## config.mk

```make
export PLATFORM = sky130hd
export DESIGN_NAME = system_address_decoder
export DESIGN_NICKNAME = d
export VERILOG_FILES = /design/src/hdl/addr_decode_pkg.sv /design/src/hdl/system_address_decoder.sv
export VERILOG_INCLUDE_DIRS = /design/src /design/src/hdl
export SDC_FILE = /design/constraint.sdc
export NUM_CORES = 1
export LEC_CHECK = 0
export BUFFER_PORTS_ARGS = -buffer_cell sky130_fd_sc_hd__buf_2
export CAP_MARGIN = 20
export CORE_AREA = 3 3 111 155
export DETAILED_ROUTE_END_ITERATION = 8
export DIE_AREA = 0 0 114 158
export GPL_TIMING_DRIVEN = 0
export MAX_ROUTING_LAYER = met4
export PLACE_DENSITY = 0.59
export SKIP_LAST_GASP = 1
export SYNTH_ARGS = -nofsm -noshare
export SYNTH_HDL_FRONTEND = slang
export SYNTH_SLANG_ARGS = --single-unit
```

## constraint.sdc

```tcl
create_clock -name clk_in -period 3.4 [get_ports clk_in]
set_input_delay 0.34 -clock clk_in [delete_from_list [all_inputs] [get_ports clk_in]]
set_output_delay 0.34 -clock clk_in [all_outputs]
set_load 0.1 [all_outputs]
```

## src/hdl/addr_decode_map.svh

```systemverilog
// Address map constants for the system address decoder.
// Assumes 24-bit memory addresses and 16-bit I/O addresses from one bus master.
// Function
// Base RAM selected from zero to 09ffff
// Strap disables base RAM 080000 to 09ffff
// Real mode twenty lines, protected twenty-four
// BIOS ROM at 0f0000 and ff0000
// Exactly one video window by switch
// Colour mode maps video at 0b8000-0bbfff
// Monochrome mode maps video at 0b0000
// Never select board memory 0e0000-0effff
// Expansion RAM at 100000 when fitted
// Leave 200000-fdefff unselected for slot
// Leave fe0000-feffff for slot RAM
// Byte ports, adjacent pairs as word
// Divisor latch bit steers serial offsets
// Coprocessor ports clear busy, reset
// Page registers extend transfer addresses
// Two transfer controllers, second word-spaced
// Unmapped addresses give no chip select
// Master holds address stable before sampling
`ifndef ADDR_DECODE_MAP_SVH
`define ADDR_DECODE_MAP_SVH
`define BASE_RAM_TOP 24'h09ffff
`define BASE_RAM_STRAP_LO 24'h080000
`define MONO_VRAM_LO 24'h0b0000
`define MONO_VRAM_HI 24'h0b0fff
`define CGA_VRAM_LO 24'h0b8000
`define CGA_VRAM_HI 24'h0bbfff
`define BIOS_LOW_LO 24'h0f0000
`define BIOS_HIGH_LO 24'hff0000
`define EXP_RAM_LO 24'h100000
`define EXP_RAM_HI 24'h1fffff
`define REAL_MASK 24'h0fffff
`define IO_XFER1_PAT 16'h0000
`define IO_XFER2_PAT 16'h00c0
`define IO_PAGE_PAT 16'h0080
`define IO_COPROC_BUSY 16'h00f0
`define IO_COPROC_RESET 16'h00f1
`define IO_COPROC_LO 16'h00f8
`define IO_SERIAL1_BASE 16'h03f8
`define IO_SERIAL2_BASE 16'h02f8
`endif

```

## src/hdl/addr_decode_pkg.sv

```systemverilog
// Types shared by the system address decoder.
// Assumes the constants header supplies every address figure.
package addr_decode_pkg;
  typedef enum logic [2:0] {
    tgt_none = 3'b000,
    tgt_base_ram = 3'b001,
    tgt_exp_ram = 3'b010,
    tgt_vram = 3'b011,
    tgt_bios = 3'b100
  } mem_target_t;
endpackage

```

## src/hdl/system_address_decoder.sv

```systemverilog
// Memory and I/O chip-select decoder with page registers and coprocessor strobes.
// Assumes the bus master is on clk_in and holds address stable while sampled.
`timescale 1ns/1ps
`include "addr_decode_map.svh"
module system_address_decoder #(
  parameter int PAGE_W = 8
) (
  input wire logic clk_in,
  input wire logic reset_in,
  input wire logic cycle_valid_in,
  input wire logic mem_cycle_in,
  input wire logic write_in,
  input wire logic [23:0] addr_in,
  input wire logic byte_high_n_in,
  input wire logic protected_mode_in,
  input wire logic dma_cycle_in,
  input wire logic dma_second_in,
  input wire logic [1:0] dma_channel_in,
  input wire logic [7:0] data_in,
  input wire logic strap_upper_ram_in,
  input wire logic colour_mode_in,
  input wire logic exp_ram_fitted_in,
  input wire logic divisor_latch_in,
  output logic base_ram_sel_out,
  output logic exp_ram_sel_out,
  output logic vram_sel_out,
  output logic bios_sel_out,
  output logic [23:0] phys_addr_out,
  output logic io_low_sel_out,
  output logic io_high_sel_out,
  output logic xfer1_sel_out,
  output logic xfer2_sel_out,
  output logic [3:0] xfer_reg_out,
  output logic page_sel_out,
  output logic ser_data_sel_out,
  output logic ser_ier_sel_out,
  output logic ser_div_lo_sel_out,
  output logic ser_div_hi_sel_out,
  output logic coproc_sel_out,
  output logic coproc_busy_clear_out,
  output logic coproc_reset_out
);

  // Straps are board switches outside the clock domain: two stages each
  logic [3:0] strap_s1;
  logic [3:0] strap_s2;
  always_ff @(posedge clk_in) begin
    if (reset_in) begin
      strap_s1 <= 4'h0;
      strap_s2 <= 4'h0;
    end else begin
      strap_s1 <= {divisor_latch_in, exp_ram_fitted_in, colour_mode_in, strap_upper_ram_in};
      strap_s2 <= strap_s1;
    end
  end
  logic upper_off;
  logic colour;
  logic exp_fitted;
  logic dlab;
  assign upper_off = strap_s2[0];
  assign colour = strap_s2[1];
  assign exp_fitted = strap_s2[2];
  assign dlab = strap_s2[3];

  // Page register file, one entry per transfer channel, written at 008x
  logic [PAGE_W-1:0] page_regs [8];
  logic [2:0] page_idx;
  logic page_hit;
  always_comb begin
    page_hit = 1'b1;
    page_idx = 3'h0;
    case (addr_in[3:0])
      4'h7: page_idx = 3'h0;
      4'h3: page_idx = 3'h1;
      4'h1: page_idx = 3'h2;
      4'h2: page_idx = 3'h3;
      4'hf: page_idx = 3'h4; // Refresh page
      4'hb: page_idx = 3'h5;
      4'h9: page_idx = 3'h6;
      4'ha: page_idx = 3'h7;
      default: page_hit = 1'b0;
    endcase
  end
  logic page_access;
  assign page_access = cycle_valid_in && !mem_cycle_in && !dma_cycle_in
    && addr_in[15:4] == 12'(`IO_PAGE_PAT >> 4) && page_hit;
  genvar gi;
  generate
    for (gi = 0; gi < 8; gi++) begin : g_page
      always_ff @(posedge clk_in) begin
        if (reset_in) begin
          page_regs[gi] <= '0;
        end else if (page_access && write_in && page_idx == 3'(gi)) begin
          page_regs[gi] <= data_in[PAGE_W-1:0];
        end
      end
    end
  endgenerate

  // Physical address: masked in real mode, upper bits from page file on transfers
  logic [23:0] eff_addr;
  always_comb begin
    eff_addr = protected_mode_in ? addr_in : (addr_in & `REAL_MASK);
    if (dma_cycle_in) begin
      if (dma_second_in) begin // word channels shift by one
        eff_addr = {page_regs[{1'b1, dma_channel_in}][7:1], addr_in[15:0], 1'b0};
      end else begin
        eff_addr = {page_regs[{1'b0, dma_channel_in}], addr_in[15:0]};
      end
    end
  end

  // Memory target decode; areas not listed fall to tgt_none for the slot
  addr_decode_pkg::mem_target_t next_target;
  always_comb begin
    next_target = addr_decode_pkg::tgt_none;
    if (eff_addr <= `BASE_RAM_TOP) begin
      if (!(upper_off && eff_addr >= `BASE_RAM_STRAP_LO)) begin
        next_target = addr_decode_pkg::tgt_base_ram;
      end
    end else if (colour && eff_addr >= `CGA_VRAM_LO && eff_addr <= `CGA_VRAM_HI) begin
      next_target = addr_decode_pkg::tgt_vram;
    end else if (!colour && eff_addr >= `MONO_VRAM_LO && eff_addr <= `MONO_VRAM_HI) begin
      next_target = addr_decode_pkg::tgt_vram;
    end else if (eff_addr[23:16] == 8'(`BIOS_LOW_LO >> 16)
      || eff_addr[23:16] == 8'(`BIOS_HIGH_LO >> 16)) begin
      next_target = addr_decode_pkg::tgt_bios;
    end else if (exp_fitted && eff_addr >= `EXP_RAM_LO && eff_addr <= `EXP_RAM_HI) begin
      next_target = addr_decode_pkg::tgt_exp_ram;
    end
  end

  // Memory selects registered; master keeps address stable meanwhile
  always_ff @(posedge clk_in) begin
    if (reset_in) begin
      base_ram_sel_out <= 1'b0;
      exp_ram_sel_out <= 1'b0;
      vram_sel_out <= 1'b0;
      bios_sel_out <= 1'b0;
      phys_addr_out <= 24'h000000;
    end else begin
      base_ram_sel_out <= cycle_valid_in && mem_cycle_in
        && next_target == addr_decode_pkg::tgt_base_ram;
      exp_ram_sel_out <= cycle_valid_in && mem_cycle_in
        && next_target == addr_decode_pkg::tgt_exp_ram;
      vram_sel_out <= cycle_valid_in && mem_cycle_in
        && next_target == addr_decode_pkg::tgt_vram;
      bios_sel_out <= cycle_valid_in && mem_cycle_in
        && next_target == addr_decode_pkg::tgt_bios; // Same ROM both images
      phys_addr_out <= eff_addr;
    end
  end

  // I/O decode, 16-bit port space, byte lanes from A0 and high enable
  logic io_cyc;
  logic ser_hit;
  logic xfer1_hit;
  logic xfer2_hit;
  logic coproc_hit;
  assign io_cyc = cycle_valid_in && !mem_cycle_in && !dma_cycle_in;
  // Both serial groups alias the divisor latch the same way
  assign ser_hit = addr_in[15:1] == 15'(`IO_SERIAL1_BASE >> 1)
    || addr_in[15:1] == 15'(`IO_SERIAL2_BASE >> 1);
  // First controller owns 16 byte ports, second a 32-port word-spaced block
  assign xfer1_hit = addr_in[15:4] == 12'(`IO_XFER1_PAT >> 4);
  assign xfer2_hit = addr_in[15:5] == 11'(`IO_XFER2_PAT >> 5);
  // Coprocessor data ports, eight bytes from its base
  assign coproc_hit = addr_in[15:3] == 13'(`IO_COPROC_LO >> 3);
  always_ff @(posedge clk_in) begin
    if (reset_in) begin
      io_low_sel_out <= 1'b0;
      io_high_sel_out <= 1'b0;
      xfer1_sel_out <= 1'b0;
      xfer2_sel_out <= 1'b0;
      xfer_reg_out <= 4'h0;
      page_sel_out <= 1'b0;
      ser_data_sel_out <= 1'b0;
      ser_ier_sel_out <= 1'b0;
      ser_div_lo_sel_out <= 1'b0;
      ser_div_hi_sel_out <= 1'b0;
      coproc_sel_out <= 1'b0;
      coproc_busy_clear_out <= 1'b0;
      coproc_reset_out <= 1'b0;
    end else begin
      io_low_sel_out <= io_cyc && !addr_in[0];
      io_high_sel_out <= io_cyc && (addr_in[0] || !byte_high_n_in);
      xfer1_sel_out <= io_cyc && xfer1_hit;
      xfer2_sel_out <= io_cyc && xfer2_hit && !addr_in[0]; // even only
      xfer_reg_out <= xfer2_hit ? addr_in[4:1] : addr_in[3:0];
      page_sel_out <= page_access;
      ser_data_sel_out <= io_cyc && ser_hit && !addr_in[0] && !dlab;
      ser_ier_sel_out <= io_cyc && ser_hit && addr_in[0] && !dlab;
      ser_div_lo_sel_out <= io_cyc && ser_hit && !addr_in[0] && dlab;
      ser_div_hi_sel_out <= io_cyc && ser_hit && addr_in[0] && dlab;
      coproc_sel_out <= io_cyc && coproc_hit;
      coproc_busy_clear_out <= io_cyc && write_in && addr_in[15:0] == `IO_COPROC_BUSY;
      coproc_reset_out <= io_cyc && write_in && addr_in[15:0] == `IO_COPROC_RESET;
    end
  end
endmodule // system_address_decoder

```

==> metrics.yaml, run 1 <==
r2r_end: "vram_sel_out$_SDFF_PP0_"
synthDistinctLibCells: 49
rsz0062_at_grt: "false"
hp-start: "byte_high_n_in"
grt_use_total_pct: 14.9
finalHoldViolations: 0
async_reset_ff_share_pct: 0
ir_drop_mv: 0.301
critPathCaptureType: "register"
dieArea_um2: 18000
ys.flop_type: "edfxtp_1"
area_growth_pct: 20.2
relSlewSlack_pct: 31.7
synth_nets: 442
wire_per_inst_um: 18.5
synth.area.top_cells: "edfxtp_1 (38%), dfxtp_1 (22%), and2_1 (7.2%)"
power_density_nw_per_um2: 521
synth_edf_count: 60
nets: 537
cts-htree-levels: 3
gp_congestion: 0.827
cap_violations: 0
ant_nets: 0
finalNonFillerCells: 691
hpwl_mm: 9.63
critPathArrivalTime_ps: 2810
via_count: 3343
dr.first_iter.drc_count: 244
cts_hold_buf: 0
setup_violations: 0
die_w_um: 114
drtPass1Iterations: 4
grt_start_max_net_pins: 18
ys_seq_area_share_pct: 59.8
status: "finished clean"
syn_area_um2: 4750
synth-seq-cells: 112
start_kind: "input pin"
avgSynthCellArea_um2: 12.0
hp-class: "input pin to register"
numCtsBuffers: 9
worstPathMaxFanout: 7
tritoncts: "yes"
grt-ovfl-total: 0
switching_share_pct: 27.1
min_to: "io_high_sel_out$_SDFF_PP0_"
antenna_found_initial: 0
dieHeight_um: 158
tns_ps: 0
cts_resized: 0
cp_data_required_time_ps: 3380
p_leak_nw: 2.23
vias_per_cell: 4.84
grt_pass1_vias: 3460
worst-setup-path-type: "input pin to register"
comb_power_share_pct: 14.3
io_buffers: 84
yosysWarnings: 0
post_cts_buffers: 0
r2r_start: "page_regs[4][6]$_SDFFCE_PN0P_"
fill_cells: 1621
drive_gt1_share_pct: 26.1
routed_wl_mm: 12.8
clkLatencyLatePin_ps: 350
grt_pass1_wl_mm: 19.5
synthCells: 395
power.share.clock_pct: 35.2
synthMostInstantiatedCell: "edfxtp_1"
clk_pin_slew_ps: 70
synth_top_area_share_pct: 37.9
ioPinCount: 91
fmax_ghz: 0.354
fin_worst_skew_ps: 8.24
cts.sinks: 112
num_antenna_cells: 0
ctsLongestPathBuffers: 2
p_switching_w: 0.000805
core_area_um2: 15800
worst_pin_slew_ps: 1020
holdPathStages: 2
row_count: 54
drc_errors: 0
p_int_w: 0.00217
rrSetupSlack_ps: 1150
start_util_pct: 30.1
reg2reg_depth: 4
synth_common_cells: "edfxtp_1 (60), and2_1 (55), dfxtp_1 (52)"
dp.cells: 675
power_frac_seq_pct: 50.5
drv_slew: 0
synth_top_cell_by_area: "edfxtp_1"
cts_root_buf: "clkbuf_16"
period_minus_slack_ps: 2830
layout_worst_path_cycle_share_pct: 83.1
==> per-layer routing <==
layer,track usage [%],routed length (um)
met2,25.9,6580
met5,-,0
met1,16.3,4960
met3,2.75,763
met4,7.19,465
==> layout make-up <==
cell class                      instances  area (um2)  area share (%)
Sequential cell                       112        2840            49.7
Inverter                                2        7.51           0.131
Multi-Input combinational cell        257        1790            31.3
Tap cell                              196         245            4.29
Buffer                                 24         115            2.01
Clock inverter                          3        12.5           0.219
Timing Repair Buffer                   84         420            7.35
Clock buffer                           13         284            4.97
==> placed cells by master, fill, tap and decap left out, types with 2 or more instances in the layout <==
| cell | netlist | routed |
|---|---|---|
| a21oi_1 | 18 | 18 |
| a221o_1 | 3 | 3 |
| a221oi_1 | 3 | 3 |
| and2_1 | 55 | 55 |
| and3_1 | 3 | 3 |
| and3b_1 | 3 | 3 |
| and4_1 | 2 | 2 |
| buf_1 | 2 | 2 |
| buf_2 | 4 | 88 |
| buf_6 | 2 | 2 |
| clkbuf_1 | 14 | 15 |
| clkbuf_16 | 0 | 11 |
| clkbuf_2 | 1 | 2 |
| clkinv_1 | 0 | 2 |
| dfxtp_1 | 52 | 52 |
| edfxtp_1 | 60 | 60 |
| inv_1 | 2 | 2 |
| mux2i_1 | 18 | 18 |
| mux4_2 | 8 | 8 |
| nand2_1 | 42 | 42 |
| nand2b_1 | 2 | 2 |
| nand3_1 | 6 | 6 |
| nand3b_1 | 3 | 3 |
| nand4_1 | 2 | 2 |
| nor2_1 | 18 | 18 |
| nor2b_1 | 11 | 11 |
| nor3_1 | 12 | 12 |
| nor3_2 | 6 | 6 |
| nor3b_1 | 4 | 4 |
| nor4_1 | 2 | 2 |
| nor4_4 | 3 | 3 |
| o21bai_1 | 8 | 8 |
| o22ai_1 | 7 | 7 |
| or3b_1 | 2 | 2 |
==> power groups by stage <==
stage	Clock (W)	Sequential [W]	Combinational, W
3_3_place_gp	0	0.00153	0.000425
2_1_floorplan	0	0.00169	0.000143
6_report	0.00105	0.00150	0.000426
5_1_grt	0.00112	0.00151	0.000452
3_5_place_dp	0	0.00153	0.000428
4_1_cts	0.00107	0.00150	0.000429
==> cells by family (layout without fill, tap and decap cells) <==
| family | count (synthesis) | in the layout | synth area share [%] |
|---|---|---|---|
| simple gates | 184 | 184 | 23.1 |
| flops | 112 | 112 | 59.8 |
| compound gates | 46 | 46 | 6.68 |
| mux | 27 | 27 | 7.82 |
| buf+inv | 26 | 126 | 2.58 |
==> flip-flops by register name, summed over array words and instances, names as in the netlist, 4 cells and up <==
signal	flops
page_regs	60
phys_addr_out	24
strap_s1	4
strap_s2	4
xfer_reg_out	4
==> worst max-delay path by stage <==
stage,start,endpoint,slack [ps],cells after the start
after floorplan,dma_cycle_in,page_regs[6][1]$_SDFFCE_PN0P_,880,6
after global placement,addr_in[14],page_regs[6][1]$_SDFFCE_PN0P_,250,7
after detailed placement,addr_in[14],page_regs[7][4]$_SDFFCE_PN0P_,170,7
after CTS,addr_in[14],page_regs[7][2]$_SDFFCE_PN0P_,550,7
after global routing,addr_in[14],page_regs[6][2]$_SDFFCE_PN0P_,390,7
final,addr_in[14],page_regs[6][2]$_SDFFCE_PN0P_,570,7
==> through the flow <==
step	cell area [um2]	util, %	setup WS, ps	total power (W)	hold WS [ps]
after global routing	5720	36.2	392	0.00308	172
after global placement	5420	34.3	251	0.00195	418
after CTS	5720	36.2	547	0.00300	164
final	5720	36.2	574	0.00298	176
after detailed placement	5420	34.3	170	0.00196	422
after floorplan	4750	-	884	0.00184	395
==> worst max-delay path, cell delays in order <==
cell,delay [ps]
buf_2,120
nor3_1,430
and4_1,280
clkbuf_1,310
nand3_1,260
or2_2,390
o21bai_1,670
(Power assumes the default switching activity.)
==> inputs of run 2 (changes only) <==
--- a/config.mk
+++ b/config.mk
@@ -6,14 +6,15 @@
 export SDC_FILE = /design/constraint.sdc
 export NUM_CORES = 1
 export LEC_CHECK = 0
+export ABC_AREA = 1
 export BUFFER_PORTS_ARGS = -buffer_cell sky130_fd_sc_hd__buf_2
 export CAP_MARGIN = 20
-export CORE_AREA = 3 3 111 155
+export CORE_AREA = 3 3 113 159
 export DETAILED_ROUTE_END_ITERATION = 8
-export DIE_AREA = 0 0 114 158
+export DIE_AREA = 0 0 116 162
 export GPL_TIMING_DRIVEN = 0
 export MAX_ROUTING_LAYER = met4
-export PLACE_DENSITY = 0.59
+export PLACE_DENSITY = 0.6
 export SKIP_LAST_GASP = 1
 export SYNTH_ARGS = -nofsm -noshare
 export SYNTH_HDL_FRONTEND = slang
==> constraint.sdc (replaced) <==
create_clock -name clk_in -period 2.5 [get_ports clk_in]
set_input_delay 0.25 -clock clk_in [delete_from_list [all_inputs] [get_ports clk_in]]
set_output_delay 0.25 -clock clk_in [all_outputs]
set_load 0.1 [all_outputs]
==> run 2 against run 1 <==
Net effect:
- via count is 24% higher
- hold slack worse by 100 ps
- cell count is 29% higher
- register-to-register slack got worse by 370 ps
- synthesized cell count grew 48%
- critical path depth is 3 higher
- critical endpoint is now page_regs[1][3]$_SDFFCE_PN0P_
==> metrics.yaml, run 2 <==
largest_reg_flops: 60
die_w_um: 116
antenna_found_initial: 0
worstPathMaxFanout: 8
synth-seq-cells: 112
io_buffers: 88
cts-htree-levels: 3
fin_worst_skew_ps: 5.72
critPathArrivalTime_ps: 2320
utilization_pct: 35.9
dp.cells: 877
synth.area.top_cells: "edfxtp_1 (36%), dfxtp_1 (21%), nand2_1 (9.4%)"
grt_start_max_net_pins: 20
synth_top_area_share_pct: 36.2
dr.first_iter.drc_count: 229
wire_per_inst_um: 15.8
relSlewSlack_pct: 37.2
fmax_ghz: 0.426
ant_nets: 0
ys.flop_type: "edfxtp_1"
nets: 733
ir_drop_mv: 0.530
grt_pass1_vias: 4043
worst_pin_slew_ps: 936
grt-ovfl-total: 0
drtPass1Iterations: 4
via_count: 4148
tritoncts: "yes"
syn_area_um2: 4970
hp-class: "input pin to register"
gp_congestion: 0.859
async_reset_ff_share_pct: 0
synth_edf_count: 60
avgSynthCellArea_um2: 8.48
num_antenna_cells: 0
regMostFlops: "page_regs"
cap_violations: 0
synthCells: 586
cp_data_required_time_ps: 2480
numCtsBuffers: 9
top_regs: "page_regs x60, phys_addr_out x24"
synthMostInstantiatedCell: "nand2_1"
core_area_um2: 16700
mostFrequentLayoutCell: "nand2_1"
clkLatencyLatePin_ps: 350
area_growth_pct: 20.5
synth_nets: 633
setup_violations: 0
ys_seq_area_share_pct: 57.2
p_leak_nw: 2.76
p_total_w: 0.00419
post_cts_buffers: 0
dieHeight_um: 162
yosysWarnings: 0
clk_pin_slew_ps: 70
worst-setup-path-type: "input pin to register"
rsz0062_at_grt: "false"
ioPinCount: 91
cts_root_buf: "clkbuf_16"
finalHoldViolations: 0
grt_use_total_pct: 16.0
ctsLongestPathBuffers: 2
synthDistinctLibCells: 32
row_count: 56
power_density_nw_per_um2: 699
dieArea_um2: 18800
layout_worst_path_cycle_share_pct: 93.8
status: "finished clean"
critPathCaptureType: "register"
synth_common_cells: "nand2_1 (125), nor2_1 (99), inv_1 (75)"
grt_pass1_wl_mm: 21.9
tns_ps: 0
period_minus_slack_ps: 2350
start_util_pct: 29.8
routed_wl_mm: 14.1
drive_gt1_share_pct: 21.7
start_kind: "input pin"
vias_per_cell: 4.64
finalNonFillerCells: 894
final_cell_mix: "nand2_1 (125), nor2_1 (99), buf_2 (98), inv_1 (75), edfxtp_1 (60)"
hpwl_mm: 10.6
fin_ws_ps: 155
cts.sinks: 112
synth_top_cell_by_area: "edfxtp_1"
drv_slew: 0
dp_slack_ps: -198
drc_errors: 0
-- run 2: area by class of cell --
type / instances / area (um2)
clock inverters: 5 / 42.5
well taps: 203 / 254
inverters: 83 / 312
flip-flops and latches: 112 / 2840
fillers: 1775 / 10700
multi-input cells: 373 / 1730
clock buffers: 11 / 275
plain buffers: 18 / 90.1
repair buffers: 89 / 445
-- run 2: power by group --
group	internal [W]	total [W]	switching (W)
clock network	0.000810	0.00151	0.000699
logic	0.000130	0.000643	0.000513
registers	0.00202	0.00204	0.0000223
-- run 2: final timing paths --
kind                                 start                             to  slack, ps  cells after the start
max reg2reg  page_regs[0][6]$_SDFFCE_PN0P_     exp_ram_sel_out$_SDFF_PP0_        780                     11
min reg2reg         strap_s1[3]$_SDFF_PP0_         strap_s2[3]$_SDFF_PP0_        400                      2
min                         byte_high_n_in     io_high_sel_out$_SDFF_PP0_         70                      2
max                            addr_in[15]  page_regs[1][3]$_SDFFCE_PN0P_        150                     10
-- run 2: worst max-delay path, cell delays in order --
cell	delay, ps
buf_2	130
nor4_2	360
inv_1	120
nor2_1	130
nand3_1	130
inv_2	120
nand2_4	80
nor2_8	160
inv_1	90
o21ai_1	730
-- run 2: cells by family (layout without fill, tap and decap cells) --
logic type | after synthesis | in the layout | synth area share (%)
flip-flops | 112 | 112 | 57.2
buffers and inverters | 101 | 206 | 8.08
AND/OR/NAND/NOR | 321 | 321 | 29.3
AO/OA/AOI/OAI | 52 | 52 | 5.44
-- run 2: repair_timing --
item                                   4_1_cts  5_1_grt
hold buffers                                 0        0
gates resized for setup                      0        1
setup endpoints to repair                    0        2
endpoints found under the hold margin        0        0
-- run 2: metal layers --
| layer | vias to the layer above | GRT usage, % | part of all wire [%] |
|---|---|---|---|
| li1 | 2090 | - | - |
| met1 | 1909 | 18.4 | 40 |
| met2 | 128 | 27.5 | 52 |
| met3 | 21 | 2.61 | 5.3 |
| met4 | 0 | 6.28 | 2.7 |
| met5 | - | - | 0 |
-- run 2: per-stage QoR --
stage	area, um2	hold slack (ps)
4_1_cts	5980	60.7
3_3_place_gp	5670	391
3_5_place_dp	5670	394
2_1_floorplan	4970	326
6_report	5990	71.9
5_1_grt	5990	81.5
==> inputs of run 3 (changes only) <==
--- a/config.mk
+++ b/config.mk
@@ -6,15 +6,14 @@
 export SDC_FILE = /design/constraint.sdc
 export NUM_CORES = 1
 export LEC_CHECK = 0
-export ABC_AREA = 1
 export BUFFER_PORTS_ARGS = -buffer_cell sky130_fd_sc_hd__buf_2
 export CAP_MARGIN = 20
-export CORE_AREA = 3 3 113 159
+export CORE_AREA = 3 3 111 155
 export DETAILED_ROUTE_END_ITERATION = 8
-export DIE_AREA = 0 0 116 162
+export DIE_AREA = 0 0 114 158
 export GPL_TIMING_DRIVEN = 0
 export MAX_ROUTING_LAYER = met4
-export PLACE_DENSITY = 0.6
+export PLACE_DENSITY = 0.61
 export SKIP_LAST_GASP = 1
 export SYNTH_ARGS = -nofsm -noshare
 export SYNTH_HDL_FRONTEND = slang
==> run 3 against run 2 <==
Net effect:
- via count decreased by 17%
- sequential power about the same
- sequential share of layout area increased by 2.0 points
- register-to-register slack got worse by 500 ps
- hold slack improved by 13 ps
- highest routed layer unchanged
==> metrics.yaml, run 3 (synthesized netlist as in run 1, its figures left out) <==
top_regs: "page_regs x60, phys_addr_out x24"
worstPathMaxFanout: 8
grt_start_max_net_pins: 18
worst-setup-path-type: "input pin to register"
dieHeight_um: 158
final_cell_mix: "buf_2 (88), edfxtp_1 (60), and2_1 (55), dfxtp_1 (52), nand2_1 (42)"
grt_pass1_wl_mm: 18.2
dr.first_iter.drc_count: 256
area_growth_pct: 20.8
cts-htree-levels: 3
critPathArrivalTime_ps: 2320
io_buffers: 84
dpl_cell_area_um2: 5420
relSlewSlack_pct: 39.8
ioPinCount: 91
ctsLongestPathBuffers: 2
cp_data_required_time_ps: 2470
worst_pin_slew_ps: 901
hpwl_mm: 9.27
wire_per_inst_um: 17.7
mostFrequentLayoutCell: "buf_2"
fin_worst_skew_ps: 9.10
largest_reg_flops: 60
whs_ps: 85.3
drtPass1Iterations: 5
vias_per_cell: 4.97
antenna_found_initial: 2
drv_slew: 0
core_area_um2: 15800
cts.sinks: 112
die_w_um: 114
numCtsBuffers: 9
p_total_w: 0.00402
power_density_nw_per_um2: 700
cts_hold_buf: 0
ant_nets: 0
start_kind: "input pin"
setup_violations: 0
dieArea_um2: 18000
gp_congestion: 0.835
drc_errors: 0
ir_drop_mv: 0.373
grt_pass1_vias: 3371
row_count: 54
grt-ovfl-total: 0
tritoncts: "yes"
rsz0062_at_grt: "false"
routed_wl_mm: 12.3
critPathCaptureType: "register"
start_util_pct: 30.1
grt_use_total_pct: 13.8
post-route-cell-area_um2: 5750
nets: 537
regMostFlops: "page_regs"
drive_gt1_share_pct: 27.5
layout_worst_path_cycle_share_pct: 93.9
clk_pin_slew_ps: 70
p_leak_nw: 2.24
tns_ps: 0
status: "finished clean"
period_minus_slack_ps: 2350
hp-class: "input pin to register"
fmax_ghz: 0.426
cts_root_buf: "clkbuf_16"
cap_violations: 0
finalHoldViolations: 0
clkLatencyLatePin_ps: 350
via_count: 3441
[run 3: repair_timing]
action | in CTS | in global routing
setup endpoints to repair | 37 | 52
gates cloned | 0 | 0
buffers inserted | 0 | 0
resized for setup | 4 | 3
[run 3: worst paths after layout]
path	slack (ps)	start	cells past startpoint	to
min	90	byte_high_n_in	2	io_high_sel_out$_SDFF_PP0_
min reg2reg	430	strap_s2[2]$_SDFF_PP0_	2	exp_ram_sel_out$_SDFF_PP0_
max reg2reg	280	page_regs[6][6]$_SDFFCE_PN0P_	4	base_ram_sel_out$_SDFF_PP0_
max	150	addr_in[11]	6	page_regs[0][2]$_SDFFCE_PN0P_
[run 3: final cells by class]
cell class                 instances  area [um2]
clock buffer                      10         229
sequential                       112        2840
tap                              196         245
timing repair buffer              84         420
multi-input combinational        257        1820
inverter                           2        7.51
antenna                            2        5.00
buffer                            24         115
clock inverter                     6        60.1
fill                            1568       10100
[run 3: critical path, cell delays in order]
cell and delay, ps:
buf_2 130, nor3_1 330, and4_1 240, clkbuf_1 320, nand3_1 270, o21bai_1 790
[run 3: where the power goes]
group	switching, W	total, W	leakage, nW	internal [W]
clock	0.000627	0.00140	0.136	0.000772
combinational	0.000442	0.000584	1.10	0.000142
sequential	0.0000214	0.00204	0.997	0.00202
[run 3: through the flow]
stage	worst slack, ps	utilization, %	cells
5_1_grt	10.6	36.3	693
3_3_place_gp	-555	34.3	675
6_report	153	36.3	693
4_1_cts	-14.8	36.2	691
2_1_floorplan	74.3	-	395
3_5_place_dp	-621	34.3	675
[run 3: metal layers]
metal  share of wire (%)  wire length, um  vias to the layer above  global-route usage, %
li1                    -                -                     1612                      -
met1                  39             4810                     1657                   14.9
met2                  50             6190                      151                   24.0
met3                 7.8              963                       21                   3.94
met4                 2.7              327                        0                   5.66
met5                   0                0                        -                      -
